--- src/dtg_pkg.sv ---
// constants, field layouts and carrier types of the dual-tone generator
package dtg_pkg;

  // register indices; byte address is four times the index
  localparam logic [9:0] DTG_IDX_TONE_PAIR_SELECT = 10'h019;
  localparam logic [9:0] DTG_IDX_TONE_OUTPUT_CONTROL = 10'h01a;
  localparam logic [9:0] DTG_IDX_OSC_FREQUENCY_SELECT = 10'h029;
  localparam logic [9:0] DTG_IDX_TONE_STATUS = 10'h030;

  localparam logic [3:0] DTG_RST_TONE_PAIR_SELECT = 4'h0;
  localparam logic [3:0] DTG_RST_TONE_OUTPUT_CONTROL = 4'h0;
  localparam logic [3:0] DTG_RST_OSC_FREQUENCY_SELECT = 4'h0;

  // status register layout
  localparam int DTG_STAT_ROW_SLOT_LSB = 0;
  localparam int DTG_STAT_COL_SLOT_LSB = 5;
  localparam int DTG_STAT_ROW_ACTIVE = 10;
  localparam int DTG_STAT_COL_ACTIVE = 11;
  localparam int DTG_STAT_GEN_ENABLE = 12;

  // one tone period is this many slots
  localparam int DTG_SLOTS = 32;
  localparam logic [10:0] DTG_SLOT_STEP = 11'h020;
  localparam logic [7:0] DTG_SINE_MID = 8'h80;
  localparam logic [8:0] DTG_SINE_FULL = 9'h100;

  // oscillator clock divide ratios per select code 00..11
  localparam logic [3:0][3:0] DTG_PRESCALE_DIV =
    {4'ha, 4'h5, 4'h2, 4'h1};

  // tone periods in prescaled clocks per select code 00..11
  localparam logic [3:0][9:0] DTG_ROW_PERIOD =
    {10'h1aa, 10'h1d6, 10'h208, 10'h240};
  localparam logic [3:0][9:0] DTG_COL_PERIOD =
    {10'h0f4, 10'h10e, 10'h12c, 10'h14a};

  // first quarter of the stepped sine, slots 0..8
  localparam logic [8:0][7:0] DTG_SINE_QUARTER =
    {8'hff, 8'hfd, 8'hf5, 8'hea, 8'hda, 8'hc7, 8'hb1, 8'h99, 8'h80};

  typedef struct packed {
    logic [1:0] col_sel;
    logic [1:0] row_sel;
  } dtg_tone_pair_t;

  typedef struct packed {
    logic column_out_enable;
    logic row_out_enable;
    logic generator_enable;
    logic unused;
  } dtg_out_ctl_t;

  typedef struct packed {
    logic sub_osc_stop_in_stop_mode;
    logic sub_osc_divide_select;
    logic [1:0] osc_freq_sel;
  } dtg_osc_sel_t;

  typedef struct packed {
    logic hsel;
    logic [31:0] haddr;
    logic [1:0] htrans;
    logic hwrite;
    logic [2:0] hsize;
    logic [31:0] hwdata;
    logic hready;
  } dtg_ahb_req_t;

  typedef struct packed {
    logic [31:0] hrdata;
    logic hreadyout;
    logic hresp;
  } dtg_ahb_rsp_t;

endpackage : dtg_pkg

--- src/dtg_top.sv ---
// dual-tone generator with its ahb-lite register slave
// Operation
// tone select bits 3:2 pick column tone 1209/1336/1477/1633 Hz.
// tone select bits 1:0 pick row tone 697/770/852/941 Hz.
// output control is write-only, bit 0 unused, reset clears it.
// bit 3 gates column pin, bit 2 gates row pin, independently.
// bit 1 enables the whole tone generator.
// oscillator clock divided by 1, 2, 5 or 10 per select field.
// software sets frequency select to match the fitted oscillator.
// a mismatched select still divides as programmed, tones shift.
// each tone is a stepped sine of 32 equal slots.
// row and column tones drive separate ladder outputs.
// select bit 2 picks sub-oscillator divide by 8 or by 4.
// select bit 3 decides whether sub-oscillator halts in stop mode.
// select bit 3 is cleared only by reset; the code also loads it from write bit 3 on every frequency select write.
// each tone divider reloads with a period fixed per tone.
// disabled tone holds its counter at slot 0, pin steady.
`timescale 1ns/1ps
`default_nettype none

module dtg_top #(
  parameter int ADDR_WIDTH = 12
) (
  input wire logic CLK,
  input wire logic RST,
  input wire dtg_pkg::dtg_ahb_req_t AHB_IN,
  output dtg_pkg::dtg_ahb_rsp_t AHB_OUT,
  output logic [7:0] ROW_TONE_PIN,
  output logic [7:0] COLUMN_TONE_PIN,
  output logic SUB_OSC_DIVIDE_SELECT,
  output logic SUB_OSC_STOP_IN_STOP_MODE
);
  import dtg_pkg::*;

  if (ADDR_WIDTH < 12 || ADDR_WIDTH > 32) begin : g_bad_width
    $error("ADDR_WIDTH must lie between 12 and 32");
  end

  function automatic logic [7:0] sine_step(input logic [4:0] slot);
    logic [3:0] j;
    logic [7:0] q;
    j = slot[3:0];
    q = (j <= 4'h8) ? DTG_SINE_QUARTER[j] : DTG_SINE_QUARTER[4'h0 - j];
    if (slot[4]) begin
      sine_step = 8'(DTG_SINE_FULL - {1'b0, q});
    end else begin
      sine_step = q;
    end
  endfunction : sine_step

  function automatic logic [9:0] tone_period(input logic is_col,
                                             input logic [1:0] sel);
    tone_period = is_col ? DTG_COL_PERIOD[sel] : DTG_ROW_PERIOD[sel];
  endfunction : tone_period

  // ---------------- ahb-lite slave ----------------
  dtg_tone_pair_t tone_pair_q;
  dtg_out_ctl_t out_ctl_q;
  dtg_osc_sel_t osc_sel_q;
  logic dphase_wr_q;
  logic [9:0] dphase_idx_q;
  logic [31:0] hrdata_q;
  logic addr_take;
  logic [9:0] addr_idx;
  logic wr_tone_pair;
  logic wr_out_ctl;
  logic wr_osc_sel;
  logic [31:0] status_word;
  logic [1:0] active;
  logic [1:0][4:0] slot_q;

  assign addr_take = AHB_IN.hsel && AHB_IN.htrans[1] && AHB_IN.hready;
  assign addr_idx = AHB_IN.haddr[11:2];
  assign wr_tone_pair = dphase_wr_q &&
                        (dphase_idx_q == DTG_IDX_TONE_PAIR_SELECT);
  assign wr_out_ctl = dphase_wr_q &&
                      (dphase_idx_q == DTG_IDX_TONE_OUTPUT_CONTROL);
  assign wr_osc_sel = dphase_wr_q &&
                      (dphase_idx_q == DTG_IDX_OSC_FREQUENCY_SELECT);

  always_ff @(posedge CLK) begin
    if (RST) begin
      dphase_wr_q <= 1'b0;
      dphase_idx_q <= 10'h000;
    end else begin
      dphase_wr_q <= addr_take && AHB_IN.hwrite;
      dphase_idx_q <= addr_take ? addr_idx : 10'h000;
    end
  end

  always_comb begin
    status_word = 32'h0000_0000;
    status_word[DTG_STAT_ROW_SLOT_LSB +: 5] = slot_q[0];
    status_word[DTG_STAT_COL_SLOT_LSB +: 5] = slot_q[1];
    status_word[DTG_STAT_ROW_ACTIVE] = active[0];
    status_word[DTG_STAT_COL_ACTIVE] = active[1];
    status_word[DTG_STAT_GEN_ENABLE] = out_ctl_q.generator_enable;
  end

  // write-only registers read as zero; only the status word answers
  always_ff @(posedge CLK) begin
    if (RST) begin
      hrdata_q <= 32'h0000_0000;
    end else if (addr_take && !AHB_IN.hwrite &&
                 addr_idx == DTG_IDX_TONE_STATUS) begin
      hrdata_q <= status_word;
    end else begin
      hrdata_q <= 32'h0000_0000;
    end
  end

  assign AHB_OUT.hrdata = hrdata_q;
  assign AHB_OUT.hreadyout = 1'b1;
  assign AHB_OUT.hresp = 1'b0;

  always_ff @(posedge CLK) begin
    if (RST) begin
      tone_pair_q <= dtg_tone_pair_t'(DTG_RST_TONE_PAIR_SELECT);
    end else if (wr_tone_pair) begin
      tone_pair_q <= dtg_tone_pair_t'(AHB_IN.hwdata[3:0]);
    end
  end

  always_ff @(posedge CLK) begin
    if (RST) begin
      out_ctl_q <= dtg_out_ctl_t'(DTG_RST_TONE_OUTPUT_CONTROL);
    end else if (wr_out_ctl) begin
      out_ctl_q <= dtg_out_ctl_t'({AHB_IN.hwdata[3:1], 1'b0});
    end
  end

  // bit 3 only ever changes by reset or by a software write
  always_ff @(posedge CLK) begin
    if (RST) begin
      osc_sel_q <= dtg_osc_sel_t'(DTG_RST_OSC_FREQUENCY_SELECT);
    end else if (wr_osc_sel) begin
      osc_sel_q <= dtg_osc_sel_t'(AHB_IN.hwdata[3:0]);
    end
  end

  assign SUB_OSC_DIVIDE_SELECT = osc_sel_q.sub_osc_divide_select;
  assign SUB_OSC_STOP_IN_STOP_MODE =
    osc_sel_q.sub_osc_stop_in_stop_mode;

  // ---------------- prescaler ----------------
  logic [3:0] pre_cnt_q;
  logic tone_tick;
  logic [3:0] pre_div;

  // divides as programmed whatever the real oscillator is
  assign pre_div = DTG_PRESCALE_DIV[osc_sel_q.osc_freq_sel];
  assign tone_tick = out_ctl_q.generator_enable &&
                     (pre_cnt_q >= pre_div - 4'h1);

  always_ff @(posedge CLK) begin
    if (RST) begin
      pre_cnt_q <= 4'h0;
    end else if (!out_ctl_q.generator_enable || tone_tick) begin
      pre_cnt_q <= 4'h0;
    end else begin
      pre_cnt_q <= pre_cnt_q + 4'h1;
    end
  end

  // ---------------- tone channels: 0 row, 1 column ----------------
  logic [1:0][9:0] acc_q;
  logic [1:0][9:0] period;
  logic [1:0] step;
  logic [1:0][10:0] acc_sum;
  logic [1:0][7:0] pin_q;

  assign active[0] = out_ctl_q.generator_enable &&
                     out_ctl_q.row_out_enable;
  assign active[1] = out_ctl_q.generator_enable &&
                     out_ctl_q.column_out_enable;
  assign period[0] = tone_period(1'b0, tone_pair_q.row_sel);
  assign period[1] = tone_period(1'b1, tone_pair_q.col_sel);

  // fractional divider: 32 slot steps per period clocks on average
  always_comb begin
    for (int ch = 0; ch < 2; ch++) begin
      acc_sum[ch] = {1'b0, acc_q[ch]} + DTG_SLOT_STEP;
      step[ch] = tone_tick && active[ch] &&
                 (acc_sum[ch] >= {1'b0, period[ch]});
    end
  end

  always_ff @(posedge CLK) begin
    for (int ch = 0; ch < 2; ch++) begin
      // a new tone restarts its remainder below the new period
      if (RST || !active[ch] || wr_tone_pair) begin
        acc_q[ch] <= 10'h000;
      end else if (step[ch]) begin
        acc_q[ch] <= 10'(acc_sum[ch] - {1'b0, period[ch]});
      end else if (tone_tick) begin
        acc_q[ch] <= acc_sum[ch][9:0];
      end
    end
  end

  always_ff @(posedge CLK) begin
    for (int ch = 0; ch < 2; ch++) begin
      if (RST || !active[ch]) begin
        slot_q[ch] <= 5'h00;
      end else if (step[ch]) begin
        slot_q[ch] <= slot_q[ch] + 5'h01;
      end
    end
  end

  always_ff @(posedge CLK) begin
    for (int ch = 0; ch < 2; ch++) begin
      if (RST) begin
        pin_q[ch] <= DTG_SINE_MID;
      end else begin
        pin_q[ch] <= sine_step(slot_q[ch]);
      end
    end
  end

  assign ROW_TONE_PIN = pin_q[0];
  assign COLUMN_TONE_PIN = pin_q[1];

  // ---------------- assertions ----------------
  column_select_a: assert property (
    @(posedge CLK) disable iff (RST)
    wr_tone_pair |=> tone_pair_q.col_sel == $past(AHB_IN.hwdata[3:2]))
    else $error("column select not taken from bits 3:2");

  row_select_a: assert property (
    @(posedge CLK) disable iff (RST)
    wr_tone_pair |=> period[0] ==
      DTG_ROW_PERIOD[$past(AHB_IN.hwdata[1:0])])
    else $error("row period not set from bits 1:0");

  control_reset_a: assert property (
    @(posedge CLK)
    RST |=> out_ctl_q == 4'h0 && !active[0] && !active[1])
    else $error("output control not cleared by reset");

  row_gate_a: assert property (
    @(posedge CLK) disable iff (RST)
    (!active[0]) [*3] |-> ROW_TONE_PIN == DTG_SINE_MID)
    else $error("row pin moves while row output is off");

  generator_off_a: assert property (
    @(posedge CLK) disable iff (RST)
    !out_ctl_q.generator_enable |-> !tone_tick ##1
      (pre_cnt_q == 4'h0 && slot_q[0] == 5'h00 && slot_q[1] == 5'h00))
    else $error("tone logic runs while generator is off");

  prescale_ten_a: assert property (
    @(posedge CLK) disable iff (RST)
    tone_tick && osc_sel_q.osc_freq_sel == 2'b11 |-> pre_cnt_q == 4'h9)
    else $error("divide by ten ticks off count");

  slot_advance_a: assert property (
    @(posedge CLK) disable iff (RST)
    step[1] |=> slot_q[1] == 5'($past(slot_q[1]) + 5'h01))
    else $error("column slot counter did not advance by one");

  divider_bound_a: assert property (
    @(posedge CLK) disable iff (RST)
    acc_q[0] < period[0] && acc_q[1] < period[1])
    else $error("tone divider remainder exceeds period");

  column_hold_a: assert property (
    @(posedge CLK) disable iff (RST)
    (!active[1]) [*4] |-> $stable(COLUMN_TONE_PIN) &&
      slot_q[1] == 5'h00)
    else $error("column tone moves while disabled");

  stop_bit_hold_a: assert property (
    @(posedge CLK) disable iff (RST)
    !wr_osc_sel |=> $stable(SUB_OSC_STOP_IN_STOP_MODE))
    else $error("stop-mode bit changed without a write");

  sub_divide_a: assert property (
    @(posedge CLK) disable iff (RST)
    wr_osc_sel |=> SUB_OSC_DIVIDE_SELECT == $past(AHB_IN.hwdata[2]))
    else $error("sub-oscillator divide bit not taken from bit 2");

  // a tone is heard only while generator and its own gate are both set
  row_hold_a: assert property (
    @(posedge CLK) disable iff (RST)
    (!active[0]) [*4] |-> $stable(ROW_TONE_PIN) && slot_q[0] == 5'h00)
    else $error("row tone moves while disabled");

  column_gate_a: assert property (
    @(posedge CLK) disable iff (RST)
    (!active[1]) [*3] |-> COLUMN_TONE_PIN == DTG_SINE_MID)
    else $error("column pin moves while column output is off");

  control_fields_a: assert property (
    @(posedge CLK) disable iff (RST)
    wr_out_ctl |=> !out_ctl_q.unused &&
      out_ctl_q.column_out_enable == $past(AHB_IN.hwdata[3]) &&
      out_ctl_q.row_out_enable == $past(AHB_IN.hwdata[2]))
    else $error("output gates not taken from bits 3 and 2");

  // first tick after a select change may come early; skip that cycle
  prescale_five_a: assert property (
    @(posedge CLK) disable iff (RST)
    tone_tick && osc_sel_q.osc_freq_sel == 2'b10 &&
      $stable(osc_sel_q.osc_freq_sel) |-> pre_cnt_q == 4'h4)
    else $error("divide by five ticks off count");

  prescale_two_a: assert property (
    @(posedge CLK) disable iff (RST)
    tone_tick && osc_sel_q.osc_freq_sel == 2'b01 &&
      $stable(osc_sel_q.osc_freq_sel) |-> pre_cnt_q == 4'h1)
    else $error("divide by two ticks off count");

  prescale_one_a: assert property (
    @(posedge CLK) disable iff (RST)
    out_ctl_q.generator_enable && osc_sel_q.osc_freq_sel == 2'b00 |->
      tone_tick)
    else $error("undivided clock does not tick every cycle");

  stop_bit_write_a: assert property (
    @(posedge CLK) disable iff (RST)
    wr_osc_sel |=> SUB_OSC_STOP_IN_STOP_MODE == $past(AHB_IN.hwdata[3]))
    else $error("stop-mode bit not taken from bit 3");

  // write-only registers and holes read back as zero
  read_zero_a: assert property (
    @(posedge CLK) disable iff (RST)
    addr_take && !AHB_IN.hwrite && addr_idx != DTG_IDX_TONE_STATUS |=>
      AHB_OUT.hrdata == 32'h0000_0000)
    else $error("write-only register returned data");

  status_read_a: assert property (
    @(posedge CLK) disable iff (RST)
    addr_take && !AHB_IN.hwrite && addr_idx == DTG_IDX_TONE_STATUS |=>
      AHB_OUT.hrdata[DTG_STAT_GEN_ENABLE] ==
      $past(out_ctl_q.generator_enable))
    else $error("status read does not show generator enable");

endmodule : dtg_top

`default_nettype wire

--- config.mk ---
export PLATFORM = sky130hd
export DESIGN_NAME = dtg_top
export DESIGN_NICKNAME = d
export VERILOG_FILES = /design/src/dtg_pkg.sv /design/src/dtg_top.sv
export SDC_FILE = /design/constraint.sdc
export NUM_CORES = 1
export LEC_CHECK = 0
export BUFFER_PORTS_ARGS = -buffer_cell sky130_fd_sc_hd__buf_4
export CAP_MARGIN = 20
export CORE_ASPECT_RATIO = 0.8
export CORE_MARGIN = 3
export CORE_UTILIZATION = 40
export DETAILED_ROUTE_END_ITERATION = 8
export HOLD_SLACK_MARGIN = 0.02
export PLACE_DENSITY = 0.63
export SETUP_SLACK_MARGIN = 0.02
export SLEW_MARGIN = 20
export SYNTH_ARGS = -nofsm -noshare
export SYNTH_HDL_FRONTEND = slang
export SYNTH_SLANG_ARGS = --single-unit
--- constraint.sdc ---
create_clock -name CLK -period 2.8 [get_ports CLK]
set_input_delay 0 -clock CLK [delete_from_list [all_inputs] [get_ports CLK]]
set_output_delay 0 -clock CLK [all_outputs]
set_load 0.02 [all_outputs]
# Yosys cells after proc, flatten, opt, wreduce, memory -nomap -nowiden
# Memory sizes are Yosys's and may differ from the RTL's. A register that Yosys moved wholly into a read port is not among the register bits.
# Index checks and enable logic that the tools add are counted.
# classes
add_sub_neg	12
order_cmp	12
n_eq_ne	4
muxes	22
bitwise	2
n_reduce_logical	29
# op_table
cell	count
2-to-1 mux 8 bit	8
2-to-1 mux 10 bit	6
binary-select mux 10 bit (select 2 bit)	2
adder 10 x 6 -> 11 bit (second input constant)	2
greater-or-equal comparator 11 x 10 -> 1 bit	2
== test 10 x 5 -> 1 bit (second input constant)	2
== test 10 x 6 -> 1 bit (second input constant)	2
< comparator 4 x 5 -> 1 bit (second input constant)	4
2-to-1 mux 4 bit	5
subtractor 10 bit	2
subtractor 1 x 8 -> 8 bit (first input constant)	2
logical AND 1 bit	15
adder 5 x 1 -> 5 bit (second input constant)	2
< comparator 2 x 3 -> 1 bit (second input constant)	3
binary-select mux 4 bit (select 2 bit)	1
<= comparator 4 bit (second input constant)	2
subtractor 1 x 4 -> 4 bit (first input constant)	2
OR reduction 2 bit	3
logical OR 1 bit	5
adder 4 x 1 -> 4 bit (second input constant)	1
greater-or-equal comparator 4 bit	1
zero test 1 bit	4
nonzero test 2 bit	2
subtractor 4 x 1 -> 4 bit (second input constant)	1
inverter 1 bit	2
# totals
register_bits	104
rom_bits	512
in_bits	74
output_inout_bits	52
wordCells	104
mem_count	4
# memory_table
name	depth	width	rd	rd_clocked_by_memory_dff	wr	line_no	rtl
(no name shown)	16	8	1	0	0	dtg_top.sv:43	q = (j <= 4'h8) ? DTG_SINE_QUARTER[j] : DTG_SINE_QUARTER[4'h0 - j];
(no name shown)	16	8	1	1	0	dtg_top.sv:43	
(no name shown)	16	8	1	0	0	dtg_top.sv:43	
(no name shown)	16	8	1	1	0	dtg_top.sv:43	

# Logic depth before layout (Yosys ltp)
# depth
ltp_word	9
depth_mapped	15
ltp_nobuf	14

# Least setup slack after synthesis
# Ideal clock, no wire load.
# synth_path
kind	flip-flop to flip-flop
startpoint	register tone_pair_q[2] (netlist name)
endpoint	register with a tool-made name
setup_ns	0.142
arrival_ns	2.895
required_ns	2.658
slack_ns	-0.237
stages_incl_launch_ff	16
n_path_buf	1
synth_period_minus_slack_ns	3.037
cell_sequence	dfxtp_1 inv_1 ha_1 inv_1 fa_1 a21o_1 a21o_1 a21oi_1 a211oi_2 buf_2 xnor2_1 nor2_1 inv_1 ha_1 nand3_1 o211ai_1
# synth_rtl
item	line_no	rtl
start: declaration	dtg_top.sv:57	dtg_tone_pair_t tone_pair_q;
start signal: assignment	dtg_top.sv:118	tone_pair_q <= dtg_tone_pair_t'(DTG_RST_TONE_PAIR_SELECT);
start signal: assignment	dtg_top.sv:120	tone_pair_q <= dtg_tone_pair_t'(AHB_IN.hwdata[3:0]);

==> flow_summary_export.csv <==
group,metric,value,unit
outcome,status,"finished with violations",
outcome,violations,"negative setup slack",
place,place_ws,-0.08580,ns
floorplanning,start_util,42.01,%
sta,period_share,102.7,%
critical_path,r2r_setup_slack,-0.07,ns
final_layout,syn2layout_area_growth,31.90,%
power_and_ir_drop,power_density,365.3,nW/µm²
critical_path,cp-startpoint,"acc_q[6]",
floorplanning,fp.dieH,111.5,µm
synthesis,yosysMostFrequentCell,"dfxtp_1",
final_layout,fillCellCount,1177,
clock_tree,numCtsBuffers,9,
power_and_ir_drop,p_total,2.680,mW
sta,relSlewSlack,55.86,%
critical_path,reg2reg_from,"acc_q[6]",
critical_path,crit_arrival,3.14,ns
final_layout,area.sequential,1954,µm²
drt,routed_wl,13610,µm
drt,first_iter_violations,239,
final_layout,multiInputGateArea,3593,µm²
drt,dr.pass1.iters,4,
drt,vias,4795,
place,detailed_place_hpwl,10030,µm
critical_path,crit_path_end_kind,"flop",
synthesis,ys.flop_type,"dfxtp_1",
power_and_ir_drop,vdd_ir_drop_max,309.0,µV
sta,rsz0062_at_grt,"yes",
clock_tree,root_buffer,"clkbuf_16",
sta,min_period,2.875,ns
global_routing,antenna_found_initial,0,
synthesis,syn_area,5562,µm²
critical_path,crit_path_start_kind,"flop",
synthesis,synth_seq_cells,97,
sta,hold_violations,0,
floorplanning,rows,37,
critical_path,required,3.06,ns
power_and_ir_drop,p_leak,3.253,nW
critical_path,rr_worst_depth,13,
clock_tree,htreeDepth,3,
global_routing,grt.total_usage,17.69,%
drt,wl_per_cell,14.40,µm
synthesis,synth_cells,641,
drt,via_per_inst,5.074,
synthesis,synth_common_cells,"dfxtp_1, nor2_1, ha_1, inv_1, nand2_1",
sta,max_freq,347.9,MHz
place,gp_congestion,0.8300,
global_routing,grt_max_degree,34,
clock_tree,clockBufferDepth,2,
synthesis,yosys.area.top_type,"dfxtp_1",
critical_path,worst-path-max-fanout,3,
drt,drc,0,
floorplanning,die_area,15360,µm²
synthesis,synth_top_area_share,34.92,%
floorplanning,dieWidth,137.8,µm
clock_tree,clk_pin_slew_worst_paths,0.07,ns
global_routing,grt_pass1_vias,4770,
synthesis,postSynthAreaPerCell,8.676,µm²
sta,setup_ws,-0.07471,ns
synthesis,seq_area_frac_synth,34.92,%
sta,worstMarginPinSlew,0.6577,ns
sta,tns,-0.1063,ns
sta,setup_viol,3,
place,placed_area,6427,µm²
final_layout,design_area,7336,µm²
final_layout,drive_gt1_share,28.18,%
floorplanning,io_pins,126,
synthesis,synth_cell_types,64,
hold_path,hp-class,"input port to flop",
run,cap_violations,0,
sta,slew_viol_final,0,
sta,holdWs,0.2059,ns
synthesis,synth_edf_count,0,
synthesis,synthTopCellsByArea,"dfxtp_1, ha_1, nor2_1",
synthesis,yosys_warnings,0,
critical_path,worstSetupPathType,"flop to flop",
clock_tree,cts_tree,"done",
drt,ant_nets,0,
place,io_buffer_count,50,
synthesis,async_reset_ff_share,0,%
final_layout,final_nets,889,
clock_tree,clock_sinks,97,
clock_tree,insertion_delay,0.34,ns
final_layout,n_antenna_cell,0,
global_routing,grt-ovfl-total,0,
sta,fin_skew,0.005787,ns
floorplanning,core-area,13240,µm²
global_routing,grt_pass1_wl,22510,µm
worst max-delay path, stage by stage, from the launching register on:
cell      delay (ns)
dfxtp_4         0.36
and3_4          0.19
xor2_2          0.17
ha_4            0.29
nand4_1         0.11
a31o_2          0.26
a311oi_4        0.35
nand3_2         0.14
mux2i_2         0.19
nor2_2          0.20
inv_2           0.09
ha_4            0.27
inv_2           0.03
a32oi_2         0.14
metal layers:
layer | up-vias | track usage, % | wire, µm
met5 | - | 0 | 0
met4 | 0 | 4.806 | 144
met3 | 14 | 3.523 | 649
met2 | 111 | 28.93 | 6475
met1 | 2238 | 23.75 | 6338
li1 | 2432 | - | -
power breakdown:
group          leakage, nW  total (mW)  switching, mW  internal [mW]
clock network        0.144        1.21          0.560          0.647
registers            0.786        1.38       0.000805           1.38
logic                 2.32      0.0925         0.0547         0.0377
how the worst min path moves through the flow:
stage	startpoint	slack, ns	endpoint	cells past startpoint
2_1_floorplan	AHB_IN[41]	0.12	dphase_idx_q[0]	1
3_3_place_gp	AHB_IN[49]	0.22	dphase_idx_q[8]	2
3_5_place_dp	AHB_IN[49]	0.22	dphase_idx_q[8]	2
4_1_cts	RST	0.19	COLUMN_TONE_PIN[3]	3
5_1_grt	RST	0.22	COLUMN_TONE_PIN[6]	3
6_report	RST	0.21	COLUMN_TONE_PIN[2]	3
layout make-up:
class                      instances  share of cell area (%)
clock inverter                     6                  0.8357
multi-input combinational        476                   48.99
timing repair buffer             138                   15.06
sequential                        97                   26.64
clock buffer                      10                   3.258
inverter                          43                   2.234
tap                              175                   2.985
cells in the final DEF (no fill, tap or decap), drive strengths merged, types with 10 or more instances in the layout:
master / Yosys / layout
dfxtp: 97 / 97
nand2b: 12 / 12
a21oi: 34 / 34
a31oi: 10 / 10
nand4: 10 / 10
xnor2: 13 / 13
nand3: 13 / 13
nor2: 64 / 64
mux2i: 19 / 19
buf: 29 / 123
ha: 48 / 48
conb: 2 / 22
nand2: 38 / 38
and2: 21 / 21
clkbuf: 16 / 10
nor2b: 10 / 10
xor2: 24 / 24
nor3: 16 / 16
inv: 43 / 45
dlygate4sd3: 0 / 15
o21ai: 15 / 15
cells by family (layout without fill, tap and decap cells):
group	Yosys count	after routing	share of synthesized area, %
AO/OA/AOI/OAI	124	124	15.50
other	2	22	0.1350
multiplexers	22	22	4.027
flip-flops	97	97	34.92
XOR/XNOR	37	37	5.827
buffers and inverters	88	197	7.649
AND/OR/NAND/NOR	221	221	20.43
adder cells (fa/ha/maj)	50	50	11.52
through the flow:
step           utilization [%]  instances
2_1_floorplan                -        661
3_3_place_gp             48.54        893
3_5_place_dp             48.54        893
4_1_cts                  52.88        930
5_1_grt                  55.41        945
6_report                 55.41        945
what timing repair did:
| item | in CTS | in global routing |
|---|---|---|
| hold buffers | 15 | 0 |
| resized for setup | 16 | 48 |
| buffers inserted | 6 | 14 |
| endpoints found under the hold margin | 22 | 0 |
| endpoints found under the setup margin | 13 | 18 |
| pin swaps | 12 | 24 |
| gates cloned | 0 | 1 |
Note: power is estimated with default switching activity, not from simulation.
